`config.mk`:
```
export PLATFORM = sky130hd
export DESIGN_NAME = fbp_host
export DESIGN_NICKNAME = d
export VERILOG_FILES = /design/src/core/fbp_pkg.sv /design/src/core/fbp_bus_cycle.sv /design/src/core/fbp_host.sv
export SDC_FILE = /design/constraint.sdc
export NUM_CORES = 1
export LEC_CHECK = 0
export BUFFER_PORTS_ARGS = -buffer_cell sky130_fd_sc_hd__buf_2
export CAP_MARGIN = 20
export CORE_MARGIN = 4
export CORE_UTILIZATION = 45
export CTS_BUF_LIST = sky130_fd_sc_hd__clkbuf_16
export DETAILED_ROUTE_END_ITERATION = 8
export PLACE_DENSITY = 0.7
export SETUP_SLACK_MARGIN = 0.4
export SYNTH_ARGS = -nofsm -noshare
export SYNTH_HDL_FRONTEND = slang
export SYNTH_SLANG_ARGS = --single-unit
```
`constraint.sdc`:
```
create_clock -name mclk -period 3 [get_ports mclk]
set_clock_uncertainty 0.15 [all_clocks]
set_input_delay 0.6 -clock mclk [delete_from_list [all_inputs] [get_ports mclk]]
set_output_delay 0.6 -clock mclk [all_outputs]
set_load 0.01 [all_outputs]
```
`src/core/fbp_pkg.sv`:
```
package fbp_pkg;

	// ------------------------------------------------------------
	// Widths and timing
	// ------------------------------------------------------------
	localparam int ADDR_W = 26;
	localparam int DATA_W = 16;
	localparam int PWD_W = 64;
	localparam int BLOCK_LSB = 16;
	localparam int CLK_PERIOD_NS = 50;
	localparam int PWD_DELAY_NS = 6000;
	localparam int PWD_DELAY_CYC = (PWD_DELAY_NS + CLK_PERIOD_NS - 1) / CLK_PERIOD_NS;
	localparam int WE_LOW_NS = 50;
	localparam int WE_CYC = (WE_LOW_NS + CLK_PERIOD_NS - 1) / CLK_PERIOD_NS;
	localparam int READ_ACCESS_NS = 110;
	localparam int RD_CYC = (READ_ACCESS_NS + CLK_PERIOD_NS - 1) / CLK_PERIOD_NS;

	// ------------------------------------------------------------
	// Bus addresses and codes
	// ------------------------------------------------------------
	localparam logic [ADDR_W-1:0] ADDR_UNLOCK1 = 26'h0000555;
	localparam logic [ADDR_W-1:0] ADDR_UNLOCK2 = 26'h00002AA;
	localparam logic [ADDR_W-1:0] ADDR_ANY = 26'h0000000;
	localparam logic [7:0] CODE_AA = 8'hAA;
	localparam logic [7:0] CODE_55 = 8'h55;
	localparam logic [7:0] CODE_PROG = 8'hA0;
	localparam logic [7:0] CODE_EXIT1 = 8'h90;
	localparam logic [7:0] CODE_EXIT2 = 8'h00;
	localparam logic [7:0] CODE_CLR1 = 8'h80;
	localparam logic [7:0] CODE_CLR2 = 8'h30;
	localparam logic [7:0] CODE_UNL1 = 8'h25;
	localparam logic [7:0] CODE_UNL2 = 8'h03;
	localparam logic [7:0] CODE_UNL3 = 8'h29;
	localparam logic [15:0] PROT_ON = 16'h0000;
	localparam logic [15:0] PROT_OFF = 16'h0001;

	// Mode codes double as the entry codes
	localparam logic [7:0] MODE_READ = 8'h00;
	localparam logic [7:0] MODE_LOCKREG = 8'h40;
	localparam logic [7:0] MODE_PWD = 8'h60;
	localparam logic [7:0] MODE_NV = 8'hC0;
	localparam logic [7:0] MODE_LOCKBIT = 8'h50;
	localparam logic [7:0] MODE_VOL = 8'hE0;
	localparam logic [7:0] MODE_EXT = 8'h88;

	typedef enum logic [3:0] {
		OP_ENTER = 4'h0,
		OP_EXIT = 4'h1,
		OP_READ = 4'h2,
		OP_PROG = 4'h3,
		OP_PROTECT = 4'h4,
		OP_UNPROTECT = 4'h5,
		OP_CLEAR_ALL = 4'h6,
		OP_UNLOCK = 4'h7,
		OP_READ_PWD = 4'h8
	} fbp_op_t;

endpackage

```
`src/core/fbp_bus_cycle.sv`:
```
`timescale 1ns/1ps
`default_nettype none
module fbp_bus_cycle
	import fbp_pkg::*;
#(
	parameter int WE_CYCLES = WE_CYC,
	parameter int RD_CYCLES = RD_CYC
) (
	// System
	input wire logic mclk,
	input wire logic rst,
	// Cycle request
	input wire logic start,
	input wire logic isRead,
	input wire logic [ADDR_W-1:0] addr,
	input wire logic [DATA_W-1:0] wdata,
	output logic done,
	output logic [DATA_W-1:0] rdata,
	// Flash pins
	output logic flashCeN,
	output logic flashOeN,
	output logic flashWeN,
	output logic [ADDR_W-1:0] flashAddr,
	output logic [DATA_W-1:0] flashDqOut,
	output logic flashDqOe,
	input wire logic [DATA_W-1:0] flashDqIn
);

	// ------------------------------------------------------------
	// Cycle sequencer
	// ------------------------------------------------------------
	typedef enum logic [1:0] {
		C_IDLE = 2'b00,
		C_SETUP = 2'b01,
		C_STROBE = 2'b10,
		C_HOLD = 2'b11
	} fbp_cyc_t;

	fbp_cyc_t state_reg, state_next;
	logic [3:0] cnt_reg;
	logic rd_reg;
	logic [DATA_W-1:0] rdata_reg;
	logic [ADDR_W-1:0] addr_reg;
	logic [DATA_W-1:0] wdata_reg;

	wire logic [3:0] strobeLen = rd_reg ? 4'(RD_CYCLES) : 4'(WE_CYCLES);
	wire logic strobeEnd = (state_reg == C_STROBE) && (cnt_reg == strobeLen - 4'h1);

	always_comb begin
		case (state_reg)
			C_IDLE: state_next = start ? C_SETUP : C_IDLE;
			C_SETUP: state_next = C_STROBE;
			C_STROBE: state_next = strobeEnd ? C_HOLD : C_STROBE;
			C_HOLD: state_next = C_IDLE;
			default: state_next = C_IDLE;
		endcase
	end

	always_ff @(posedge mclk) begin
		if (rst) begin
			state_reg <= C_IDLE;
			cnt_reg <= 4'h0;
		end else begin
			state_reg <= state_next;
			cnt_reg <= (state_reg == C_STROBE && !strobeEnd) ? cnt_reg + 4'h1 : 4'h0;
		end
	end

	always_ff @(posedge mclk) begin
		if (rst) begin
			rd_reg <= 1'b0;
			addr_reg <= '0;
			wdata_reg <= '0;
			rdata_reg <= '0;
		end else begin
			if (state_reg == C_IDLE && start) begin
				rd_reg <= isRead;
				addr_reg <= addr;
				wdata_reg <= wdata;
			end
			// Sample at the end of the access window, while OE is still low
			if (strobeEnd && rd_reg)
				rdata_reg <= flashDqIn;
		end
	end

	// Data is driven one cycle before and after WE so setup and hold are met
	assign flashCeN = (state_reg == C_IDLE);
	assign flashWeN = !(state_reg == C_STROBE && !rd_reg);
	assign flashOeN = !(state_reg == C_STROBE && rd_reg);
	assign flashDqOe = (state_reg != C_IDLE) && !rd_reg;
	assign flashAddr = addr_reg;
	assign flashDqOut = wdata_reg;
	assign done = (state_reg == C_HOLD);
	assign rdata = rdata_reg;
endmodule // fbp_bus_cycle
`default_nettype wire

```
`src/core/fbp_host.sv`:
```
// Overview of operation
// - Enter modes with unlock prefix then code
// - Mode held until matching exit command
// - Status reads are plain CE/OE reads
// - Password moved as four 16-bit quarters
// - Unlock commands spaced six microseconds apart
`timescale 1ns/1ps
`default_nettype none
module fbp_host
	import fbp_pkg::*;
(
	// System
	input wire logic mclk,
	input wire logic rst,
	// Command port
	input wire logic cmdValid,
	output logic cmdReady,
	input wire fbp_op_t cmdOp,
	input wire logic [ADDR_W-1:0] cmdAddr,
	input wire logic [DATA_W-1:0] cmdData,
	input wire logic [PWD_W-1:0] cmdPwd,
	// Response port
	output logic rspValid,
	output logic rspErr,
	output logic [PWD_W-1:0] rspData,
	output logic [7:0] curMode,
	// Flash pins
	output logic flashCeN,
	output logic flashOeN,
	output logic flashWeN,
	output logic [ADDR_W-1:0] flashAddr,
	output logic [DATA_W-1:0] flashDqOut,
	output logic flashDqOe,
	input wire logic [DATA_W-1:0] flashDqIn
);

	// ------------------------------------------------------------
	// Bus cycle table
	// ------------------------------------------------------------
	function automatic logic [2:0] lastStepOf(input fbp_op_t op, input logic ext);
		case (op)
			OP_ENTER: lastStepOf = 3'd2;
			OP_EXIT: lastStepOf = ext ? 3'd3 : 3'd1;
			OP_READ: lastStepOf = 3'd0;
			OP_PROG, OP_PROTECT, OP_UNPROTECT: lastStepOf = ext ? 3'd3 : 3'd1;
			OP_CLEAR_ALL: lastStepOf = 3'd1;
			OP_UNLOCK: lastStepOf = 3'd6;
			OP_READ_PWD: lastStepOf = 3'd3;
			default: lastStepOf = 3'd0;
		endcase
	endfunction

	// Returns {isRead, address, data} for one step of a command
	function automatic logic [ADDR_W+DATA_W:0] stepOf(input fbp_op_t op, input logic ext,
		input logic [2:0] step, input logic [ADDR_W-1:0] a, input logic [DATA_W-1:0] d,
		input logic [PWD_W-1:0] pwd);
		logic [DATA_W-1:0] payload;
		logic [1:0] q;
		payload = (op == OP_PROTECT) ? PROT_ON : (op == OP_UNPROTECT) ? PROT_OFF : d;
		q = 2'(step - 3'd2);
		stepOf = {1'b0, ADDR_ANY, 16'h0000};
		case (op)
			OP_ENTER, OP_EXIT, OP_PROG, OP_PROTECT, OP_UNPROTECT: begin
				// Extended-mode program and exit carry the full unlock prefix
				if (op == OP_ENTER || ext) begin
					case (step)
						3'd0: stepOf = {1'b0, ADDR_UNLOCK1, 8'h00, CODE_AA};
						3'd1: stepOf = {1'b0, ADDR_UNLOCK2, 8'h00, CODE_55};
						3'd2: stepOf = {1'b0, ADDR_UNLOCK1, 8'h00,
							(op == OP_ENTER) ? d[7:0] : (op == OP_EXIT) ? CODE_EXIT1 : CODE_PROG};
						default: stepOf = (op == OP_EXIT) ? {1'b0, ADDR_ANY, 8'h00, CODE_EXIT2}
							: {1'b0, a, payload};
					endcase
				end else if (op == OP_EXIT) begin
					stepOf = {1'b0, ADDR_ANY, 8'h00, (step == 3'd0) ? CODE_EXIT1 : CODE_EXIT2};
				end else begin
					stepOf = (step == 3'd0) ? {1'b0, ADDR_ANY, 8'h00, CODE_PROG}
						: {1'b0, a, payload};
				end
			end
			OP_READ: stepOf = {1'b1, a, 16'h0000};
			OP_CLEAR_ALL: stepOf = {1'b0, ADDR_ANY, 8'h00,
				(step == 3'd0) ? CODE_CLR1 : CODE_CLR2};
			OP_UNLOCK: begin
				case (step)
					3'd0: stepOf = {1'b0, ADDR_ANY, 8'h00, CODE_UNL1};
					3'd1: stepOf = {1'b0, ADDR_ANY, 8'h00, CODE_UNL2};
					3'd6: stepOf = {1'b0, ADDR_ANY, 8'h00, CODE_UNL3};
					default: stepOf = {1'b0, 24'h000000, q, pwd[q*16 +: 16]};
				endcase
			end
			OP_READ_PWD: stepOf = {1'b1, 24'h000000, step[1:0], 16'h0000};
			default: stepOf = {1'b0, ADDR_ANY, 16'h0000};
		endcase
	endfunction

	// ------------------------------------------------------------
	// Command acceptance
	// ------------------------------------------------------------
	typedef enum logic [1:0] {
		S_IDLE = 2'b00,
		S_ISSUE = 2'b01,
		S_WAIT = 2'b10
	} fbp_state_t;

	fbp_state_t state_reg;
	fbp_op_t op_reg;
	logic [ADDR_W-1:0] addr_reg;
	logic [DATA_W-1:0] data_reg;
	logic [PWD_W-1:0] pwd_reg;
	logic [2:0] step_reg;
	logic [7:0] mode_reg;
	logic [7:0] timer_reg;
	logic nvLocked_reg;
	logic extLocked_reg;
	logic rspValid_reg;
	logic rspErr_reg;
	logic [PWD_W-1:0] rspData_reg;

	wire logic inProt = mode_reg inside {MODE_LOCKREG, MODE_PWD, MODE_NV, MODE_LOCKBIT, MODE_VOL};
	wire logic inExt = (mode_reg == MODE_EXT);
	wire logic knownMode = cmdData[7:0] inside {MODE_LOCKREG, MODE_PWD, MODE_NV,
		MODE_LOCKBIT, MODE_VOL, MODE_EXT};
	wire logic cmdBlock0 = (cmdAddr[ADDR_W-1:BLOCK_LSB] == '0);

	// No read/reset or erase command is offered, so none can reach the part in a mode
	// that ignores or rejects it
	wire logic cmdLegal =
		(cmdOp == OP_ENTER) ? (mode_reg == MODE_READ && knownMode) :
		(cmdOp == OP_EXIT) ? (mode_reg != MODE_READ) :
		(cmdOp == OP_READ) ? !(inProt && cmdBlock0) :
		(cmdOp == OP_PROG) ? (mode_reg inside {MODE_LOCKREG, MODE_PWD}
			|| (inExt && !extLocked_reg)) :
		(cmdOp == OP_PROTECT) ? ((mode_reg == MODE_NV && !nvLocked_reg)
			|| mode_reg inside {MODE_VOL, MODE_LOCKBIT}) :
		(cmdOp == OP_UNPROTECT) ? (mode_reg == MODE_VOL) :
		(cmdOp == OP_CLEAR_ALL) ? (mode_reg == MODE_NV && !nvLocked_reg) :
		(cmdOp == OP_UNLOCK || cmdOp == OP_READ_PWD) ? (mode_reg == MODE_PWD) : 1'b0;

	// The unlock spacing also holds off every other command until the unlock settles
	assign cmdReady = (state_reg == S_IDLE) && (timer_reg == 8'h00);
	wire logic accept = cmdValid && cmdReady;

	// ------------------------------------------------------------
	// Step sequencing
	// ------------------------------------------------------------
	wire logic [ADDR_W+DATA_W:0] stepWord = stepOf(op_reg, inExt, step_reg, addr_reg,
		data_reg, pwd_reg);
	wire logic stepRd = stepWord[ADDR_W+DATA_W];
	wire logic [ADDR_W-1:0] stepAddr = stepWord[ADDR_W+DATA_W-1:DATA_W];
	wire logic [DATA_W-1:0] stepData = stepWord[DATA_W-1:0];
	wire logic cycDone;
	wire logic [DATA_W-1:0] cycRdata;
	wire logic isLast = (step_reg == lastStepOf(op_reg, inExt));
	wire logic finish = (state_reg == S_WAIT) && cycDone && isLast;

	always_ff @(posedge mclk) begin
		if (rst) begin
			state_reg <= S_IDLE;
			step_reg <= 3'd0;
		end else begin
			case (state_reg)
				S_IDLE: state_reg <= (accept && cmdLegal) ? S_ISSUE : S_IDLE;
				S_ISSUE: state_reg <= S_WAIT;
				S_WAIT: state_reg <= cycDone ? (isLast ? S_IDLE : S_ISSUE) : S_WAIT;
				default: state_reg <= S_IDLE;
			endcase
			if (state_reg == S_IDLE)
				step_reg <= 3'd0;
			else if (state_reg == S_WAIT && cycDone)
				step_reg <= step_reg + 3'd1;
		end
	end

	always_ff @(posedge mclk) begin
		if (rst) begin
			op_reg <= OP_READ;
			addr_reg <= '0;
			data_reg <= '0;
			pwd_reg <= '0;
		end else if (accept) begin
			op_reg <= cmdOp;
			addr_reg <= cmdAddr;
			data_reg <= cmdData;
			pwd_reg <= cmdPwd;
		end
	end

	// ------------------------------------------------------------
	// Mode and lock tracking
	// ------------------------------------------------------------
	// The wrong-password case is invisible on the bus, so the guard copy is an optimistic
	// mirror; the part itself refuses anything the real lock forbids
	always_ff @(posedge mclk) begin
		if (rst) begin
			mode_reg <= MODE_READ;
			nvLocked_reg <= 1'b0;
			extLocked_reg <= 1'b0;
			timer_reg <= 8'h00;
		end else begin
			if (finish && op_reg == OP_ENTER)
				mode_reg <= data_reg[7:0];
			else if (finish && op_reg == OP_EXIT)
				mode_reg <= MODE_READ;
			if (finish && op_reg == OP_PROTECT && mode_reg == MODE_LOCKBIT)
				nvLocked_reg <= 1'b1;
			else if (finish && op_reg == OP_UNLOCK)
				nvLocked_reg <= 1'b0;
			if (finish && op_reg == OP_PROG && mode_reg == MODE_LOCKREG && !data_reg[0])
				extLocked_reg <= 1'b1;
			if (finish && op_reg == OP_UNLOCK)
				timer_reg <= 8'(PWD_DELAY_CYC);
			else if (timer_reg != 8'h00)
				timer_reg <= timer_reg - 8'h01;
		end
	end

	// ------------------------------------------------------------
	// Response
	// ------------------------------------------------------------
	always_ff @(posedge mclk) begin
		if (rst) begin
			rspValid_reg <= 1'b0;
			rspErr_reg <= 1'b0;
			rspData_reg <= '0;
		end else begin
			rspValid_reg <= finish || (accept && !cmdLegal);
			rspErr_reg <= accept && !cmdLegal;
			if (accept)
				rspData_reg <= '0;
			else if (state_reg == S_WAIT && cycDone && stepRd)
				rspData_reg[step_reg[1:0]*16 +: 16] <= cycRdata;
		end
	end

	assign rspValid = rspValid_reg;
	assign rspErr = rspErr_reg;
	assign rspData = rspData_reg;
	assign curMode = mode_reg;

	fbp_bus_cycle #(.WE_CYCLES(WE_CYC), .RD_CYCLES(RD_CYC)) u_cycle (
		.mclk(mclk), .rst(rst), .start(state_reg == S_ISSUE), .isRead(stepRd),
		.addr(stepAddr), .wdata(stepData), .done(cycDone), .rdata(cycRdata),
		.flashCeN(flashCeN), .flashOeN(flashOeN), .flashWeN(flashWeN),
		.flashAddr(flashAddr), .flashDqOut(flashDqOut), .flashDqOe(flashDqOe),
		.flashDqIn(flashDqIn));

	// ------------------------------------------------------------
	// Checks
	// ------------------------------------------------------------
	localparam int UNL_GAP = PWD_DELAY_CYC;
endmodule // fbp_host
`default_nettype wire

```
==> results of run 1 <==
-- final cells by class --
type	instances	area share, %
timing repair buffer	281	11.3
clock buffer	29	5.27
inverter	29	0.790
multi-input combinational	943	40.2
clock inverter	25	1.15
tap	324	2.94
sequential	264	38.4
-- through the flow --
stage	setup slack (ps)	power [W]	cell area [sq um]	cells
floorplan	420	0.00542	11300	1338
global placement	575	0.00598	12800	1839
detailed placement	497	0.00601	12800	1839
CTS	420	0.00931	13700	1893
global route	344	0.00979	13800	1895
finish	503	0.00933	13800	1895
-- synthesized netlist by cell type (6+ instances only) --
library cell / instances
o32ai_1: 8
dfxtp_1: 264
buf_2: 28
o21ai_0: 30
nand3_1: 63
nand2b_1: 12
o31ai_1: 6
nand3b_1: 7
o211ai_1: 6
a211oi_1: 6
mux4_2: 16
and3_1: 15
ha_1: 11
nor3_1: 18
mux2i_1: 19
a22oi_1: 17
a31oi_1: 7
buf_1: 9
xnor2_1: 6
nand2_1: 302
nor2_1: 63
nor4_1: 9
and2_1: 6
inv_1: 29
a221o_1: 9
clkbuf_1: 59
a21oi_1: 189
a22o_1: 15
-- routing by layer --
metal	share of wire, %	vias up
met2	46	360
li1	-	5106
met4	2.2	2
met1	44	4853
met5	0.039	-
met3	7.6	62
-- power by group through the flow --
stage	clock [W]	combinational, W	sequential [W]
after detailed placement	0	0.00190	0.00411
after global placement	0	0.00187	0.00410
after CTS	0.00334	0.00193	0.00404
after global routing	0.00350	0.00221	0.00408
after floorplan	0	0.00139	0.00404
final	0.00330	0.00199	0.00404
-- worst register-to-register path, cell delays in order, from the launching register on --
cell,delay [ps]
dfxtp_2,440
inv_1,200
ha_2,310
nor2b_1,150
buf_4,200
o211ai_4,150
o2111ai_2,210
a21oi_4,170
buf_4,240
a22o_1,180
-- cells by family after synthesis --
family	share of synthesized area, %
AO/OA/AOI/OAI	18.3
XOR/XNOR	0.920
adder cells (fa/ha/maj)	1.22
buffers and inverters	4.90
flip-flops	46.8
multiplexers	4.98
AND/OR/NAND/NOR	22.9
-- how the worst min path moves through the flow --
| stage | from | end | slack [ps] | depth (start not counted) |
|---|---|---|---|---|
| 3_5_place_dp | rspData[30] | rspData[30] | 290 | 2 |
| 5_1_grt | cmdAddr[9] | addr_reg[9] | 130 | 3 |
| 4_1_cts | cmdAddr[11] | addr_reg[11] | 120 | 3 |
| 3_3_place_gp | rspData[30] | rspData[30] | 290 | 2 |
| 6_report | cmdAddr[11] | addr_reg[11] | 140 | 3 |
| 2_1_floorplan | u_cycle.cnt_reg[0] | u_cycle.cnt_reg[0] | 280 | 1 |
-- timing repair --
item | 4_1_cts | 5_1_grt
endpoints found under the setup margin | 1 | 34
buffers inserted | 0 | 2
resized for setup | 3 | 10
hold buffers | 0 | 0
hold endpoints to repair | 0 | 0
==> flow_summary_export.csv, run 1 <==
group,metric,value,unit
detailed_routing,dr.first_iter.drc_count,937,
grt,use_met3,4.64,%
cells_and_area,multi_input_area,5540,sq um
sta,fin_crit,2500,ps
sta,hold_viol,0,
critical_path,r2r-start,"step_reg[0]",
critical_path,crit_family,"simple AND/OR/NAND/NOR gates",
critical_path,cp-startpoint,"timer_reg[0]",
sta,worst_pin_slew,721,ps
place,numPortBuffers,249,
cells_and_area,final_layout_size_suffix_gt1_share,24.3,%
floorplan,top_level_ports,250,
grt,grt_util_all_layers,23.0,%
power_and_ir_drop,vdd_ir_drop_max,496,uV
clocking,cts_buffers,29,
synthesis,syn_area,11300,sq um
cells_and_area,fin_nets,1688,
clocking,clock_latency,540,ps
critical_path,reg2regPathDepth,9,
synthesis,synth_top_cell_by_area,"dfxtp_1",
grt,overflow,0,
power_and_ir_drop,leakage,5.34,nW
grt,gr-usage-met1,32.2,%
place,place_hpwl,23500,um
critical_path,r2r_setup_slack,540,ps
synthesis,synth_area_leaders,"dfxtp_1, nand2_1, a21oi_1",
synthesis,netlist-cell-type-count,83,
synthesis,synth-main-ff-cell,"dfxtp_1",
synthesis,synth_edf_count,0,
clocking,tritoncts,"built",
critical_path,crit_fanout,5,
power_and_ir_drop,p_per_area,678,nW/um^2
detailed_routing,drtAntennaViolNets,0,
cells_and_area,num_antenna_cells,0,
clocking,clk_path_buf_depth,3,
detailed_routing,vias,10383,
cells_and_area,register_area,5290,sq um
sta,maxSlewViolCount,0,
sta,fin_tns_setup,0,ps
grt,antenna_found_initial,2,
cells_and_area,fin_util,56.2,%
clocking,h-tree-depth,1,
sta,whs,138,ps
detailed_routing,wl,33500,um
grt,grt_util_met2,36.8,%
clocking,cts_root_buf,"clkbuf_16",
grt,grt_start_max_net_pins,101,
floorplan,start_util,46.0,%
synthesis,yosys_warnings,0,
cells_and_area,final_common_cell,"nand2_1",
synthesis,syn_avg_cell_area,8.44,sq um
sta,fmax,0.400,GHz
detailed_routing,drc,0,
critical_path,slowest_stage,"dfxtp_1",
critical_path,crit_path_cell_trace,"inv_1, ha_2, nor2b_4, nand3_4, nor3_2, buf_2",
status,status,"finished, final reports clean",
synthesis,yosysSeqAreaShare,46.8,%
floorplan,die_area,27700,sq um
sta,slew-limit-headroom,51.7,%
floorplan,die_x,166,um
detailed_routing,post_drt_wl_per_cell,17.7,um
power_and_ir_drop,p_seq_share,43.3,%
clocking,cts.sinks,264,
cells_and_area,nFillCells,2321,
critical_path,worstReg2RegEnd,"u_cycle.flashAddr[22]",
cells_and_area,final_cell_mix,"nand2_1, dfxtp_1, buf_2",
critical_path,worstSetupPathType,"reg2out",
power_and_ir_drop,switchingPower,0.00292,W
grt,grt_pass1_wl,53300,um
sta,rsz0062_at_grt,"yes",
run,cap_viol_max_count,0,
detailed_routing,via_per_inst,5.48,
power_and_ir_drop,p_comb_share,21.3,%
critical_path,cp-start-kind,"flip-flop",
critical_path,path_depth,6,
synthesis,syn-instance-count,1338,
grt,grt_pass1_vias,9894,
grt,grt_busiest_layer,"met2",
synthesis,ys_async_sr_fraction,0,%
critical_path,setup.worst_path.end,"cmdReady",
critical_path,cp-end-kind,"output port",
synthesis,ys_ff_latch,264,
critical_path,max_stage_delay,310,ps
power_and_ir_drop,p_int,0.00641,W
cells_and_area,area_growth,22.0,%
sta,setup_violations,0,
power_and_ir_drop,clock_power_share,35.3,%
critical_path,worstPathArrival,1750,ps
floorplan,rows,57,
critical_path,critical_path_required,2250,ps
place,gp_congestion,0.942,
sta,finalCritPeriodShare,83.2,%
floorplan,core,24500,sq um
floorplan,die_height,166,um
power_and_ir_drop,p_sw_share,31.3,%
synthesis,syn_nets,1478,
clocking,path_clk_slew,60,ps
synthesis,yosysTopAreaCellShare,46.8,%
critical_path,cp_num_buf_inv,2,
detailed_routing,dr.pass1.iters,5,
min_path,min_path_type,"in2reg",
Note: power is estimated with default switching activity, not from simulation.
==> run 2: changes to the inputs <==
--- a/config.mk
+++ b/config.mk
@@ -5,13 +5,14 @@
 export SDC_FILE = /design/constraint.sdc
 export NUM_CORES = 1
 export LEC_CHECK = 0
+export ABC_AREA = 1
 export BUFFER_PORTS_ARGS = -buffer_cell sky130_fd_sc_hd__buf_2
 export CAP_MARGIN = 20
 export CORE_MARGIN = 4
 export CORE_UTILIZATION = 45
 export CTS_BUF_LIST = sky130_fd_sc_hd__clkbuf_16
 export DETAILED_ROUTE_END_ITERATION = 8
-export PLACE_DENSITY = 0.7
+export PLACE_DENSITY = 0.72
 export SETUP_SLACK_MARGIN = 0.4
 export SYNTH_ARGS = -nofsm -noshare
 export SYNTH_HDL_FRONTEND = slang
==> constraint.sdc (replaced) <==
create_clock -name mclk -period 2.29 [get_ports mclk]
set_clock_uncertainty 0.15 [all_clocks]
set_input_delay 0.458 -clock mclk [delete_from_list [all_inputs] [get_ports mclk]]
set_output_delay 0.458 -clock mclk [all_outputs]
set_load 0.01 [all_outputs]
==> run 2 against run 1 <==
The run now ends with negative setup slack left. Critical path depth up 1. Die area rose by 4.0%. Area after synthesis grew 4.2%. Critical endpoint unchanged. Largest cell class unchanged.
==> flow_summary_export.csv, run 2 <==
group,metric,value,unit
status,status,"finished, violations left",
status,violations,"negative setup slack",
synthesis,synth_top_family_by_area,"simple AND/OR/NAND/NOR gates",
detailed_routing,dr.first_iter.drc_count,1594,
cells_and_area,fin_nets,2150,
cells_and_area,final_layout_size_suffix_gt1_share,44.6,%
grt,antenna_found_initial,0,
synthesis,synth_xor_area_share,0.521,%
synthesis,synth_fa_ha_area_share,1.17,%
synthesis,ys_ff_latch,264,
cells_and_area,final_cell_mix,"nand2_1, buf_2, dfxtp_1",
synthesis,syn_area,11800,sq um
clocking,cts.sinks,264,
detailed_routing,drtAntennaViolNets,0,
power_and_ir_drop,p_per_area,838,nW/um^2
power_and_ir_drop,leakage,7.39,nW
sta,slew-limit-headroom,50.5,%
grt,use_met3,3.40,%
synthesis,synth_edf_count,0,
grt,grt_start_max_net_pins,114,
cells_and_area,nFillCells,1708,
synthesis,yosysSeqAreaShare,44.9,%
cells_and_area,fin_util,73.4,%
sta,finalCritPeriodShare,102,%
floorplan,die_x,170,um
critical_path,cp-start-kind,"flip-flop",
synthesis,synthTopCellsByCount,"nand2_1, dfxtp_1, a21oi_1",
synthesis,synth_top_cell_by_area,"dfxtp_1",
clocking,cts_buffers,28,
critical_path,crit_path_cell_trace,"inv_2, ha_4, nand3_4, nor3_4, inv_2, nor3_4, buf_2",
synthesis,netlist-cell-type-count,42,
critical_path,critical_path_required,1680,ps
grt,grt_pass1_vias,11978,
synthesis,syn_avg_cell_area,7.22,sq um
critical_path,slowest_stage,"dfxtp_2",
detailed_routing,wl,48400,um
sta,whs,1.23,ps
critical_path,max_stage_delay,320,ps
detailed_routing,vias,13767,
place,gp_congestion,0.917,
synthesis,synth-main-ff-cell,"dfxtp_1",
critical_path,crit_fanout,2,
synthesis,synth_compound_area_share,19.5,%
sta,fin_crit,2330,ps
sta,maxSlewViolCount,0,
place,place_hpwl,26000,um
detailed_routing,via_per_inst,5.84,
sta,worst_pin_slew,743,ps
run,cap_viol_max_count,0,
grt,overflow,0,
detailed_routing,drc,0,
synthesis,ys_async_sr_fraction,0,%
critical_path,worstSetupPathType,"reg2out",
cells_and_area,register_area,5330,sq um
grt,gr-usage-met1,37.3,%
floorplan,rows,58,
synthesis,yosysTopAreaCellShare,44.9,%
synthesis,yosys_warnings,0,
sta,setup_violations,1,
floorplan,top_level_ports,250,
floorplan,core,25500,sq um
clocking,path_clk_slew,60,ps
synthesis,synthSimpleGateAreaFrac,24.3,%
floorplan,start_util,46.2,%
clocking,h-tree-depth,1,
critical_path,worstPathArrival,1720,ps
synthesis,syn_nets,1769,
cells_and_area,final_common_cell,"nand2_1",
place,place_area,13600,sq um
floorplan,die_height,170,um
synthesis,post_synth_mux_area_share,0,%
clocking,tritoncts,"built",
sta,fin_ws,-39.7,ps
detailed_routing,dr.pass1.iters,7,
sta,rsz0062_at_grt,"yes",
cells_and_area,design_area,18700,sq um
min_path,min_path_type,"in2reg",
cells_and_area,num_antenna_cells,0,
synthesis,syn-instance-count,1629,
clocking,clk_path_buf_depth,3,
cells_and_area,area_growth,58.9,%
sta,fmax,0.429,GHz
cells_and_area,multi_input_area,7390,sq um
synthesis,synth.most_common_cell,"nand2_1",
place,placed_cells_incl_taps,2152,
grt,grt_pass1_wl,63800,um
clocking,clock_latency,550,ps
place,numPortBuffers,249,
clocking,cts_root_buf,"clkbuf_16",
critical_path,cp-end-kind,"output port",
grt,grt_busiest_layer,"met2",
sta,hold_viol,0,
detailed_routing,post_drt_wl_per_cell,20.5,um
cells_and_area,stdcell_count,2359,
floorplan,die_area,28800,sq um
synthesis,synth_area_leaders,"dfxtp_1, nand2_1, a21oi_1",
power_and_ir_drop,vdd_ir_drop_max,667,uV
grt,grt_util_all_layers,26.9,%
grt,grt_util_met2,44.7,%
## run 2: cell types whose count changed after synthesis, moves of 15 or more
cell / previous run / this run
nand3_1: 63 / 115
o21ai_0: 30 / 130
mux4_2: 16 / 0
a21oi_1: 189 / 239
o22ai_1: 3 / 19
nor2_1: 63 / 86
buf_2: 28 / 12
nand2_1: 302 / 359
mux2i_1: 19 / 0
nand4_1: 5 / 42
inv_1: 29 / 146
a22o_1: 15 / 0
a22oi_1: 17 / 2
## run 2: timing repair
item                                    CTS  global route
buffers inserted                         59            43
cloned                                   19            21
hold buffers                             16             0
endpoints found under the setup margin  251           251
pin swaps                                50            71
gates resized for setup                 200           439
hold endpoints to repair                 16             0
## run 2: cell families after synthesis
logic type	count (synthesis)
AO/OA/AOI/OAI	436
flip-flops	264
buffers and inverters	262
adder cells (fa/ha/maj)	11
XOR/XNOR	7
AND/OR/NAND/NOR	649
## run 2: worst paths after layout
kind | startpoint | to | slack (ps) | cells after the start
min reg2reg | addr_reg[15] | addr_reg[15] | 310 | 2
min | cmdPwd[46] | pwd_reg[46] | 1 | 3
max reg2reg | timer_reg[0] | pwd_reg[35] | 20 | 13
max | timer_reg[0] | cmdReady | -40 | 7
## run 2: power by group
group          leakage, nW  internal (W)  switching [W]
Combinational         4.82       0.00299        0.00324
Sequential            2.14       0.00501       0.000339
Clock                0.426       0.00220        0.00189
## run 2: through the flow
step | setup TNS, ps | setup slack (ps) | power [W]
4_1_cts | -74.6 | -74.6 | 0.0134
6_report | -39.7 | -39.7 | 0.0157
2_1_floorplan | 0 | 203 | 0.00720
5_1_grt | -662 | -145 | 0.0161
3_3_place_gp | 0 | 159 | 0.00782
3_5_place_dp | 0 | 98.7 | 0.00786
## run 2: per-layer routing
layer	part of all wire [%]	wire [um]	up-vias
met2	48	23400	790
met1	39	18700	6579
li1	-	-	6219
met4	4.1	1970	0
met3	8.9	4300	179
met5	0	0	-
## run 2: cell type report
cell class | instances | area share [%]
timing repair buffer | 453 | 21.9
clock inverter | 21 | 0.529
inverter | 158 | 3.55
multi-input combinational | 1105 | 39.5
clock buffer | 28 | 3.75
sequential | 264 | 28.5
tap | 330 | 2.21
## run 2: worst max-delay path, delay by kind of cell, from the launching register on
family	cells	cell delay, ps
buffers and inverters	3	320
and+or+nand+nor	3	390
DFF	1	320
adders and majority gates	1	150
